<file path="src/its_params.svh">
`ifndef ITS_PARAMS_SVH
`define ITS_PARAMS_SVH
// ---------------------------------------------------------------
// Sizes
// ---------------------------------------------------------------
`define ITS_NODES       64
`define ITS_CHANS       8
`define ITS_TRAPS       8
`define ITS_EXT_CH      4
`define ITS_SHARED_BASE 60
// ---------------------------------------------------------------
// Timing (clock 10 MHz, response time given in CPU clocks)
// ---------------------------------------------------------------
`define ITS_CLK_MHZ     10
`define ITS_LAT_JC      7
`define ITS_LAT_NJC     11
`define ITS_LAT_JC_LD   4'((`ITS_LAT_JC) - 2)
`define ITS_LAT_NJC_LD  4'((`ITS_LAT_NJC) - 2)
// ---------------------------------------------------------------
// Register word addresses
// ---------------------------------------------------------------
`define ITS_A_NODE      7'h00
`define ITS_A_CNT       7'h40
`define ITS_A_SRC       7'h48
`define ITS_A_DST       7'h50
`define ITS_A_CPUPRI    7'h58
`define ITS_A_TFLAG     7'h59
`define ITS_A_SSEL      7'h5a
`define ITS_A_EDGE      7'h5b
`define ITS_A_GATE      7'h5c
`define ITS_A_STAT      7'h5d
// ---------------------------------------------------------------
// Fields
// ---------------------------------------------------------------
`define ITS_F_EN        6
`define ITS_F_REQ       7
`define ITS_F_ROUTE     8
`define ITS_F_CONT      8
`define ITS_F_BYTE      9
`define ITS_F_SINC      10
`define ITS_F_DINC      11
`define ITS_VEC_NODE    8'h20
`define ITS_RST_WORD    16'h0000
`endif

</file>
<file path="src/its_pkg.sv">
package its_pkg;
  typedef enum logic [1:0] {ST_IDLE, ST_WAIT, ST_XFER, ST_TRAP} its_state_e;
  typedef logic [15:0] its_word_t;
endpackage : its_pkg

</file>
<file path="src/its_top.sv">
// Function
// RULE_01: each node routes to the vectored controller or the transfer engine.
// RULE_02: a standard service branches to the node's own vector.
// RULE_03: a transfer steals exactly one cycle and issues no vector.
// RULE_04: a transfer moves a byte or word, then bumps source and/or destination.
// RULE_05: counter decrements per transfer unless continuous; zero raises an interrupt.
// RULE_06: eight independent transfer channels, each triggered by a node.
// RULE_07: request to service start takes 7 or 11 clocks, by jump cache.
// RULE_08: 64 nodes, each with request flag, enable and priority.
// RULE_09: four shared nodes pick their source by a select register.
// RULE_10: external router has four input channels with edge logic.
// RULE_11: each edge channel detects rising, falling or both edges.
// RULE_12: gating units pass events on pattern match or pattern miss.
// RULE_13: a hardware trap branches at once to its own vector.
// RULE_14: each trap sets its own bit in the trap flag register.
// RULE_15: a trap preempts everything except a higher trap in service; here an equal trap in service and a transfer cycle also hold it off.
// RULE_16: during a trap service interrupts and transfers wait.
// RULE_17: three service request pins feed system request zero and one.
// RULE_18: the software trap enters the service named by its number.
// RULE_19: software setting a request flag acts like a hardware request.
// RULE_20: highest enabled priority above CPU level wins; flag clears at start.
// RULE_21: a transfer clears its node flag unless it escalates.
//
// Chosen here: the placing of the registers and the strobed register port.
`timescale 1ns/1ps
`default_nettype none
`include "its_params.svh"
module its_top
  import its_pkg::*;
(
  // Clock, reset, enable
  input  wire logic        clk,
  input  wire logic        rst_n,
  input  wire logic        ce,
  // Register port
  input  wire logic [6:0]  reg_addr,
  input  wire logic [15:0] reg_wdata,
  input  wire logic        reg_wr,
  input  wire logic        reg_rd,
  output logic      [15:0] reg_rdata,
  // Request sources
  input  wire logic [59:0] node_src,
  input  wire logic [11:0] shared_src,
  input  wire logic [3:0]  ext_in,
  input  wire logic [2:0]  svc_req_pin,
  input  wire logic [5:0]  hw_trap,
  // CPU side
  input  wire logic        jump_cache_hit,
  input  wire logic        sw_trap,
  input  wire logic [7:0]  sw_trap_num,
  input  wire logic        trap_done,
  output logic             svc_take,
  output logic      [7:0]  svc_vector,
  output logic             trap_active,
  output logic             xfer_req,
  output logic      [15:0] xfer_src,
  output logic      [15:0] xfer_dst,
  output logic             xfer_byte
);
  // -------------------------------------------------------------
  // State
  // -------------------------------------------------------------
  its_state_e  st;
  logic [63:0] node_flag;
  logic [63:0] node_en;
  logic [63:0] node_route;
  logic [3:0]  node_pri  [64];
  logic [2:0]  node_chan [64];
  logic [7:0]  ch_cnt    [8];
  logic [7:0]  ch_cont;
  logic [7:0]  ch_byte;
  logic [7:0]  ch_sinc;
  logic [7:0]  ch_dinc;
  its_word_t   ch_src    [8];
  its_word_t   ch_dst    [8];
  logic [3:0]  cpu_pri;
  logic [7:0]  trap_flags;
  logic [7:0]  trap_pend;
  logic [2:0]  cur_trap;
  logic [7:0]  sel_reg;
  logic [7:0]  edge_mode;
  logic [11:0] gate_cfg;
  logic [3:0]  ext_prev;
  logic [2:0]  svc_req_prev;
  logic [5:0]  cur_node;
  logic [2:0]  cur_ch;
  logic [3:0]  lat;

  // -------------------------------------------------------------
  // External request router
  // -------------------------------------------------------------
  wire [3:0] ext_rise = ext_in & ~ext_prev;
  wire [3:0] ext_fall = ~ext_in & ext_prev;
  logic [3:0] ext_ev;
  logic [3:0] gate_out;
  logic [3:0] shared_pick;
  for (genvar i = 0; i < `ITS_EXT_CH; i++) begin : g_ext
    wire [1:0] md   = edge_mode[2*i +: 2];
    wire       hit  = (ext_in == gate_cfg[3:0]);
    wire [3:0] cand = {shared_src[3*i +: 3], gate_out[i]};
    assign ext_ev[i]      = (md[0] & ext_rise[i]) | (md[1] & ext_fall[i]); // RULE_10 RULE_11
    assign gate_out[i]    = ext_ev[i] & gate_cfg[4+i] & (hit ^ gate_cfg[8+i]); // RULE_12
    assign shared_pick[i] = cand[sel_reg[2*i +: 2]]; // RULE_09
  end

  // -------------------------------------------------------------
  // Arbitration
  // -------------------------------------------------------------
  logic       win_valid;
  logic [5:0] win_node;
  logic [3:0] win_pri;
  always_comb begin
    win_valid = 1'b0;
    win_node  = 6'h00;
    win_pri   = cpu_pri;
    for (int n = 0; n < `ITS_NODES; n++) begin
      if (node_flag[n] && node_en[n] && node_pri[n] > win_pri) begin // RULE_20
        win_valid = 1'b1;
        win_node  = 6'(n);
        win_pri   = node_pri[n];
      end
    end
  end

  // -------------------------------------------------------------
  // Traps
  // -------------------------------------------------------------
  wire       sys_req0_ev = svc_req_pin[0] & ~svc_req_prev[0];
  wire       sys_req1_ev = |(svc_req_pin[2:1] & ~svc_req_prev[2:1]);
  wire [7:0] trap_ev     = {hw_trap, sys_req1_ev, sys_req0_ev}; // RULE_17
  logic [2:0] top_trap;
  always_comb begin
    top_trap = 3'h0;
    for (int t = 0; t < `ITS_TRAPS; t++) begin
      if (trap_pend[t]) begin
        top_trap = 3'(t);
      end
    end
  end
  wire trap_go = (|trap_pend) && (st != ST_XFER) &&
                 (!trap_active || top_trap > cur_trap); // RULE_15

  // -------------------------------------------------------------
  // Sequencing decode
  // -------------------------------------------------------------
  wire        sel_route = node_route[cur_node];
  wire [2:0]  sel_ch    = node_chan[cur_node];
  wire        issue     = (st == ST_WAIT) && (lat == 4'h0) && !trap_go;
  wire        go_xfer   = issue && sel_route &&
                          (ch_cont[sel_ch] || ch_cnt[sel_ch] != 8'h00); // RULE_01
  wire        go_int    = issue && !go_xfer;
  wire        go_sw     = (st == ST_IDLE) && sw_trap && !trap_go;
  wire        go_wait   = (st == ST_IDLE) && win_valid && !trap_go && !sw_trap;
  wire [7:0]  cnt_next  = ch_cnt[cur_ch] - 8'h01;
  wire        escalate  = !ch_cont[cur_ch] && cnt_next == 8'h00;
  wire        clr_int   = ce && go_int;
  wire        clr_xfer  = ce && (st == ST_XFER) && !escalate; // RULE_21
  wire [15:0] step      = ch_byte[cur_ch] ? 16'h0001 : 16'h0002;

  assign xfer_req  = (st == ST_XFER); // RULE_03
  assign xfer_src  = ch_src[cur_ch];
  assign xfer_dst  = ch_dst[cur_ch];
  assign xfer_byte = ch_byte[cur_ch];

  always_ff @(posedge clk or negedge rst_n) begin
    if (!rst_n) begin
      st          <= ST_IDLE;
      lat         <= 4'h0;
      cur_node    <= 6'h00;
      cur_ch      <= 3'h0;
      cur_trap    <= 3'h0;
      svc_take    <= 1'b0;
      svc_vector  <= 8'h00;
      trap_active <= 1'b0;
    end else if (ce) begin
      svc_take <= 1'b0;
      if (trap_go) begin
        st          <= ST_TRAP; // RULE_13 RULE_15
        cur_trap    <= top_trap;
        trap_active <= 1'b1;
        svc_take    <= 1'b1;
        svc_vector  <= {5'h00, top_trap};
      end else begin
        unique case (st)
          ST_IDLE: begin
            if (go_sw) begin
              svc_take   <= 1'b1; // RULE_18
              svc_vector <= sw_trap_num;
            end else if (go_wait) begin
              st       <= ST_WAIT; // RULE_07
              cur_node <= win_node;
              lat      <= jump_cache_hit ? `ITS_LAT_JC_LD : `ITS_LAT_NJC_LD;
            end
          end
          ST_WAIT: begin
            if (lat != 4'h0) begin
              lat <= lat - 4'h1;
            end else if (go_xfer) begin
              st     <= ST_XFER;
              cur_ch <= sel_ch;
            end else begin
              st         <= ST_IDLE; // RULE_02
              svc_take   <= 1'b1;
              svc_vector <= `ITS_VEC_NODE + {2'b00, cur_node};
            end
          end
          ST_XFER: st <= ST_IDLE;
          ST_TRAP: begin
            if (trap_done) begin
              st          <= ST_IDLE; // RULE_16
              trap_active <= 1'b0;
            end
          end
        endcase
      end
    end
  end

  // -------------------------------------------------------------
  // Per-node control and request flags
  // -------------------------------------------------------------
  for (genvar n = 0; n < `ITS_NODES; n++) begin : g_node
    wire wr_n = reg_wr && reg_addr == 7'(`ITS_A_NODE + n);
    wire clr_n = (clr_int || clr_xfer) && cur_node == 6'(n);
    wire src_n;
    if (n < `ITS_SHARED_BASE) begin : g_ded
      assign src_n = node_src[n];
    end else begin : g_shr
      assign src_n = shared_pick[n - `ITS_SHARED_BASE];
    end
    always_ff @(posedge clk or negedge rst_n) begin
      if (!rst_n) begin
        node_flag[n]  <= 1'b0;
        node_en[n]    <= 1'b0;
        node_route[n] <= 1'b0;
        node_pri[n]   <= 4'h0;
        node_chan[n]  <= 3'h0;
      end else if (ce) begin
        // A source pulse wins over any clear in the same cycle
        node_flag[n] <= src_n | (wr_n ? reg_wdata[`ITS_F_REQ] : (node_flag[n] & ~clr_n)); // RULE_19 RULE_20
        if (wr_n) begin
          node_en[n]    <= reg_wdata[`ITS_F_EN]; // RULE_08
          node_route[n] <= reg_wdata[`ITS_F_ROUTE];
          node_pri[n]   <= reg_wdata[3:0];
          node_chan[n]  <= reg_wdata[11:9];
        end
      end
    end
  end

  // -------------------------------------------------------------
  // Transfer channels
  // -------------------------------------------------------------
  for (genvar c = 0; c < `ITS_CHANS; c++) begin : g_chan
    wire wr_c = reg_wr && reg_addr == 7'(`ITS_A_CNT + c);
    wire wr_s = reg_wr && reg_addr == 7'(`ITS_A_SRC + c);
    wire wr_d = reg_wr && reg_addr == 7'(`ITS_A_DST + c);
    wire upd  = xfer_req && cur_ch == 3'(c);
    always_ff @(posedge clk or negedge rst_n) begin
      if (!rst_n) begin
        ch_cnt[c]  <= 8'h00;
        ch_cont[c] <= 1'b0;
        ch_byte[c] <= 1'b0;
        ch_sinc[c] <= 1'b0;
        ch_dinc[c] <= 1'b0;
        ch_src[c]  <= `ITS_RST_WORD;
        ch_dst[c]  <= `ITS_RST_WORD;
      end else if (ce) begin
        // The completing transfer owns the channel over a bus write
        if (upd) begin
          if (!ch_cont[c]) begin
            ch_cnt[c] <= cnt_next; // RULE_05
          end
          if (ch_sinc[c]) begin
            ch_src[c] <= ch_src[c] + step; // RULE_04
          end
          if (ch_dinc[c]) begin
            ch_dst[c] <= ch_dst[c] + step; // RULE_04
          end
        end else begin
          if (wr_c) begin
            ch_cnt[c]  <= reg_wdata[7:0]; // RULE_06
            ch_cont[c] <= reg_wdata[`ITS_F_CONT];
            ch_byte[c] <= reg_wdata[`ITS_F_BYTE];
            ch_sinc[c] <= reg_wdata[`ITS_F_SINC];
            ch_dinc[c] <= reg_wdata[`ITS_F_DINC];
          end
          if (wr_s) begin
            ch_src[c] <= reg_wdata;
          end
          if (wr_d) begin
            ch_dst[c] <= reg_wdata;
          end
        end
      end
    end
  end

  // -------------------------------------------------------------
  // Global registers, trap flags, edge history
  // -------------------------------------------------------------
  wire wr_tflag = reg_wr && reg_addr == `ITS_A_TFLAG;
  wire [7:0] trap_take_mask = trap_go ? (8'h01 << top_trap) : 8'h00;
  always_ff @(posedge clk or negedge rst_n) begin
    if (!rst_n) begin
      cpu_pri      <= 4'h0;
      trap_flags   <= 8'h00;
      trap_pend    <= 8'h00;
      sel_reg      <= 8'h00;
      edge_mode    <= 8'h00;
      gate_cfg     <= 12'h000;
      ext_prev     <= 4'h0;
      svc_req_prev <= 3'h0;
    end else if (ce) begin
      ext_prev     <= ext_in;
      svc_req_prev <= svc_req_pin;
      // Write one to clear; a new trap in that cycle stays flagged
      trap_flags   <= trap_ev | (trap_flags & ~(wr_tflag ? reg_wdata[7:0] : 8'h00)); // RULE_14
      trap_pend <= trap_ev | (trap_pend & ~trap_take_mask);
      if (reg_wr && reg_addr == `ITS_A_CPUPRI) cpu_pri   <= reg_wdata[3:0];
      if (reg_wr && reg_addr == `ITS_A_SSEL)   sel_reg   <= reg_wdata[7:0];
      if (reg_wr && reg_addr == `ITS_A_EDGE)   edge_mode <= reg_wdata[7:0];
      if (reg_wr && reg_addr == `ITS_A_GATE)   gate_cfg  <= reg_wdata[11:0];
    end
  end

  // -------------------------------------------------------------
  // Read path
  // -------------------------------------------------------------
  wire [5:0]  ra_node = reg_addr[5:0];
  wire [2:0]  ra_ch   = reg_addr[2:0];
  wire [15:0] node_rd = {4'h0, node_chan[ra_node], node_route[ra_node],
                         node_flag[ra_node], node_en[ra_node], 2'b00, node_pri[ra_node]};
  wire [15:0] cnt_rd  = {4'h0, ch_dinc[ra_ch], ch_sinc[ra_ch], ch_byte[ra_ch],
                         ch_cont[ra_ch], ch_cnt[ra_ch]};
  wire [15:0] stat_rd = {4'h0, st, trap_active, win_valid, cur_trap, 2'b00, cur_ch};
  logic [15:0] rd_val;
  always_comb begin
    rd_val = 16'h0000;
    if (reg_addr < `ITS_A_CNT) rd_val = node_rd;
    else if (reg_addr < `ITS_A_SRC) rd_val = cnt_rd;
    else if (reg_addr < `ITS_A_DST) rd_val = ch_src[ra_ch];
    else if (reg_addr < `ITS_A_CPUPRI) rd_val = ch_dst[ra_ch];
    else if (reg_addr == `ITS_A_CPUPRI) rd_val = {12'h000, cpu_pri};
    else if (reg_addr == `ITS_A_TFLAG) rd_val = {8'h00, trap_flags};
    else if (reg_addr == `ITS_A_SSEL) rd_val = {8'h00, sel_reg};
    else if (reg_addr == `ITS_A_EDGE) rd_val = {8'h00, edge_mode};
    else if (reg_addr == `ITS_A_GATE) rd_val = {4'h0, gate_cfg};
    else if (reg_addr == `ITS_A_STAT) rd_val = stat_rd;
  end
  always_ff @(posedge clk or negedge rst_n) begin
    if (!rst_n) begin
      reg_rdata <= 16'h0000;
    end else if (ce) begin
      reg_rdata <= reg_rd ? rd_val : 16'h0000;
    end
  end

  logic [3:0] wait_len;
  logic       wait_njc;
  always_ff @(posedge clk or negedge rst_n) begin
    if (!rst_n) begin
      wait_len <= 4'h0;
      wait_njc <= 1'b0;
    end else if (ce) begin
      wait_len <= (st == ST_WAIT) ? wait_len + 4'h1 : 4'h0;
      if (go_wait) wait_njc <= !jump_cache_hit;
    end
  end
endmodule : its_top
`default_nettype wire

</file>
<file path="config.mk">
export PLATFORM = sky130hd
export DESIGN_NAME = its_top
export DESIGN_NICKNAME = d
export VERILOG_FILES = /design/src/its_pkg.sv /design/src/its_top.sv
export VERILOG_INCLUDE_DIRS = /design/src /design/src/src
export SDC_FILE = /design/constraint.sdc
export NUM_CORES = 2
export LEC_CHECK = 0
export CORE_MARGIN = 5
export CORE_UTILIZATION = 31
export CTS_CLUSTER_SIZE = 20
export DETAILED_ROUTE_END_ITERATION = 8
export DONT_BUFFER_PORTS = 1
export SLEW_MARGIN = 20
export SYNTH_ARGS = -nofsm -noshare
export SYNTH_HDL_FRONTEND = slang
export SYNTH_SLANG_ARGS = --single-unit
</file>
<file path="constraint.sdc">
create_clock -name clk -period 127.2 [get_ports clk]
set_clock_uncertainty 0.1 [all_clocks]
set_input_delay 0 -clock clk [delete_from_list [all_inputs] [get_ports clk]]
set_output_delay 0 -clock clk [all_outputs]
set_load 0.01 [all_outputs]
</file>
==> results.toml <==
[cells_and_area]
largest_register_ffs = 256
fill_cells = 24818
top_regs = "node_pri: 256 flops, node_chan: 192 flops"
register_area_sq_mm = 0.0273
largest_register = "node_pri"
area_delta_synth_final_pct = 14.1
fin_cells = 11339
nets = 8162
drive_gt1_frac = 0.222
multi_input_area_sq_mm = 0.0477

[critical_path]
worstPathMaxFanout = 14
end_kind = "flip-flop"
cp_slowest_stage_delay_ps = 760
worst_ep_required_time_ps = 127770
slowest_stage = "a32oi_1"
crit_path_frequent_cell = "ha_1"
ff2ff_path_depth = 480
crit_path_start_kind = "flip-flop"
crit_arrival_ps = 107170
crit_type = "reg2reg"

[run_status]
status = "finished, violations left"
violations = "negative hold slack"

[grt]
grt_pass1_vias = 66672
track_usage = 0.222
grt_antenna_before_repair = 70
grt_max_degree = 256
grt.overflow.total = 0
grt_pass1_wl_microns = 446000

[floorplanning]
dieArea_sq_mm = 0.262
rows = 184
die_w_microns = 512
ios = 184
core_sq_mm = 0.251
start_util = 0.311
dieHeight_microns = 512

[clock_network]
cts-root-buf = "clkbuf_16"
insertion_delay_ps = 820
cts_buffers = 131
h-tree-depth = 4
cts_tree = "yes"
cts_sinks = 1091
clk_path_buf_depth = 3
hold_buffers = 312
path_clk_slew_ps = 60
post_cts_buffers = 0
post_cts_resized = 0

[sta]
setup_slack_ps = 20600
slew_violations = 0
setup_viol = 0
tns_ps = 0
hold_viol = 1
slew_headroom = 0.130
fmax_mhz = 9.38
fin_crit_ps = 106600
post-route-period-util = 0.838
holdWs_ps = -24.5
rsz0062_at_grt = "no"
worst_pin_slew_ps = 1310

[logic_synthesis]
synth.yosys.warnings = 0
synth_top_area_frac = 0.350
synth-seq-cells = 1091
synth_sequential_area_ratio = 0.350
synthCells = 7821
syn_nets = 8145
synth_ff_type = "dfrtp_1"
synth_edf_count = 0
postSynthAreaPerCell_sq_um = 9.98
ys_top_cells_by_count = "dfrtp_1 (1091), nand2_1 (829), mux2_2 (737)"
yosys-top-cells-area = "dfrtp_1 (35%), mux4_2 (13%), mux2_2 (11%)"
yosysUniqueCellTypes = 173
async_reset_ff_frac = 1.00
yosysTopAreaCell = "dfrtp_1"
syn_area_sq_mm = 0.0781
synth_most_common_cell = "dfrtp_1"

[placement]
place_ws_ps = 22410
routabilityCongestion = 0.952
dp.cells = 10736
io_buffer_count = 0
dp_hpwl_microns = 208000

[drt]
drt_wl_total_microns = 301000
dr.pass1.iters = 6
vias_per_cell = 6.06
route.detailed.wl_per_inst_microns = 26.6
drc = 0
dr_wl_met2_microns = 132000
postRouteAntennaNets = 0
top_layer = "met5"
met1_length_microns = 121000
dr_total_vias = 68661
drt_iter0_drc = 8193
wl_met3_microns = 34000

[pwr]
power_uw = 1380
irDropWorstVdd_mv = 0.0157
p_leak_uw = 0.0370
switching_share = 0.394
power_density_mw_per_mm2 = 15.4
p_sw_uw = 542
p_clk_frac = 0.299
comb_power_share = 0.401
pwr-share-seq = 0.300
p_int_uw = 833

[worst_hold_path]
hold-path-cell-count = 5
hold_class = "in2reg"

[flow_run]
max_cap_viol_count = 0
[power by group through the flow]
stage | combinational, uW | clock (uW) | sequential (uW)
global placement | 504 | 0 | 416
global route | 596 | 429 | 416
detailed placement | 513 | 0 | 417
finish | 551 | 412 | 413
floorplan | 399 | 0 | 398
CTS | 536 | 415 | 411
[stage by stage]
stage / instance area (sq um) / utilization
global route: 89000 / 0.355
global placement: 80700 / 0.322
CTS: 88800 / 0.354
finish: 89100 / 0.355
floorplan: 78100 / -
detailed placement: 80800 / 0.322
[kinds of logic after synthesis]
family                     after synthesis  share of synthesized area
and+or+nand+nor                       2289                      0.137
AOI/OAI and AO/OA                     2072                      0.170
muxes                                 1325                      0.258
DFF                                   1091                      0.350
buffers and inverters                  747                     0.0409
adders and majority gates              210                     0.0349
xor gates and xnor gates                87                    0.00976
[metal layers]
metal / vias to the layer above / global-route usage
li1: 29474 / -
met4: 38 / 0.0933
met5: - / 0.00438
met1: 34653 / 0.291
met2: 3753 / 0.337
met3: 743 / 0.0720
[cell usage in the layout (no fill, tap or decap), drive strengths merged, types with 36 or more instances in the layout]
master and count:
o22ai 105, a21o 53, o21ai 592, o2111ai 41, buf 84, nor2 600, xnor2 63, clkbuf 174
o22a 39, mux2 752, diode 46, a211oi 36, nand3 225, a21oi 672, mux2i 106, mux4 467
dfrtp 1091, o211ai 44, dlygate4sd3 293, and3 99, nand2 834, nor3 103, nor2b 39, and2 95
nand4 55, inv 264, a31oi 98, ha 184, nand2b 42
[worst max-delay path, delay by kind of cell, from the launching register on]
family                   cells  cell delay, ps
AND/OR/NAND/NOR            141           24330
multiplexers                37           11330
flip-flops                   1             440
AO/OA/AOI/OAI              208           48180
adder cells (fa/ha/maj)     71           20270
buffers and inverters       23            1620
[final timing paths]
kind                            startpoint  slack [ps]               to
max reg2reg                     cpu_pri[2]       20600      cur_node[4]
max in group asynchronous            rst_n      123140    node_flag[33]
min reg2reg                svc_req_prev[0]         400     trap_pend[0]
min in group asynchronous            rst_n         300  svc_req_prev[1]
min                            reg_addr[2]         -20     reg_rdata[1]
max                             cpu_pri[2]       20600      cur_node[4]
[layout make-up]
| type | instances | share of cell area |
|---|---|---|
| multi-input cells | 5983 | 0.536 |
| clock inverters | 66 | 0.0106 |
| repair buffers | 377 | 0.0464 |
| inverters | 254 | 0.0107 |
| clock buffers | 174 | 0.0416 |
| well taps | 3348 | 0.0470 |
| flip-flops and latches | 1091 | 0.307 |
| diodes | 46 | 0.00129 |
(Power assumes the default switching activity.)
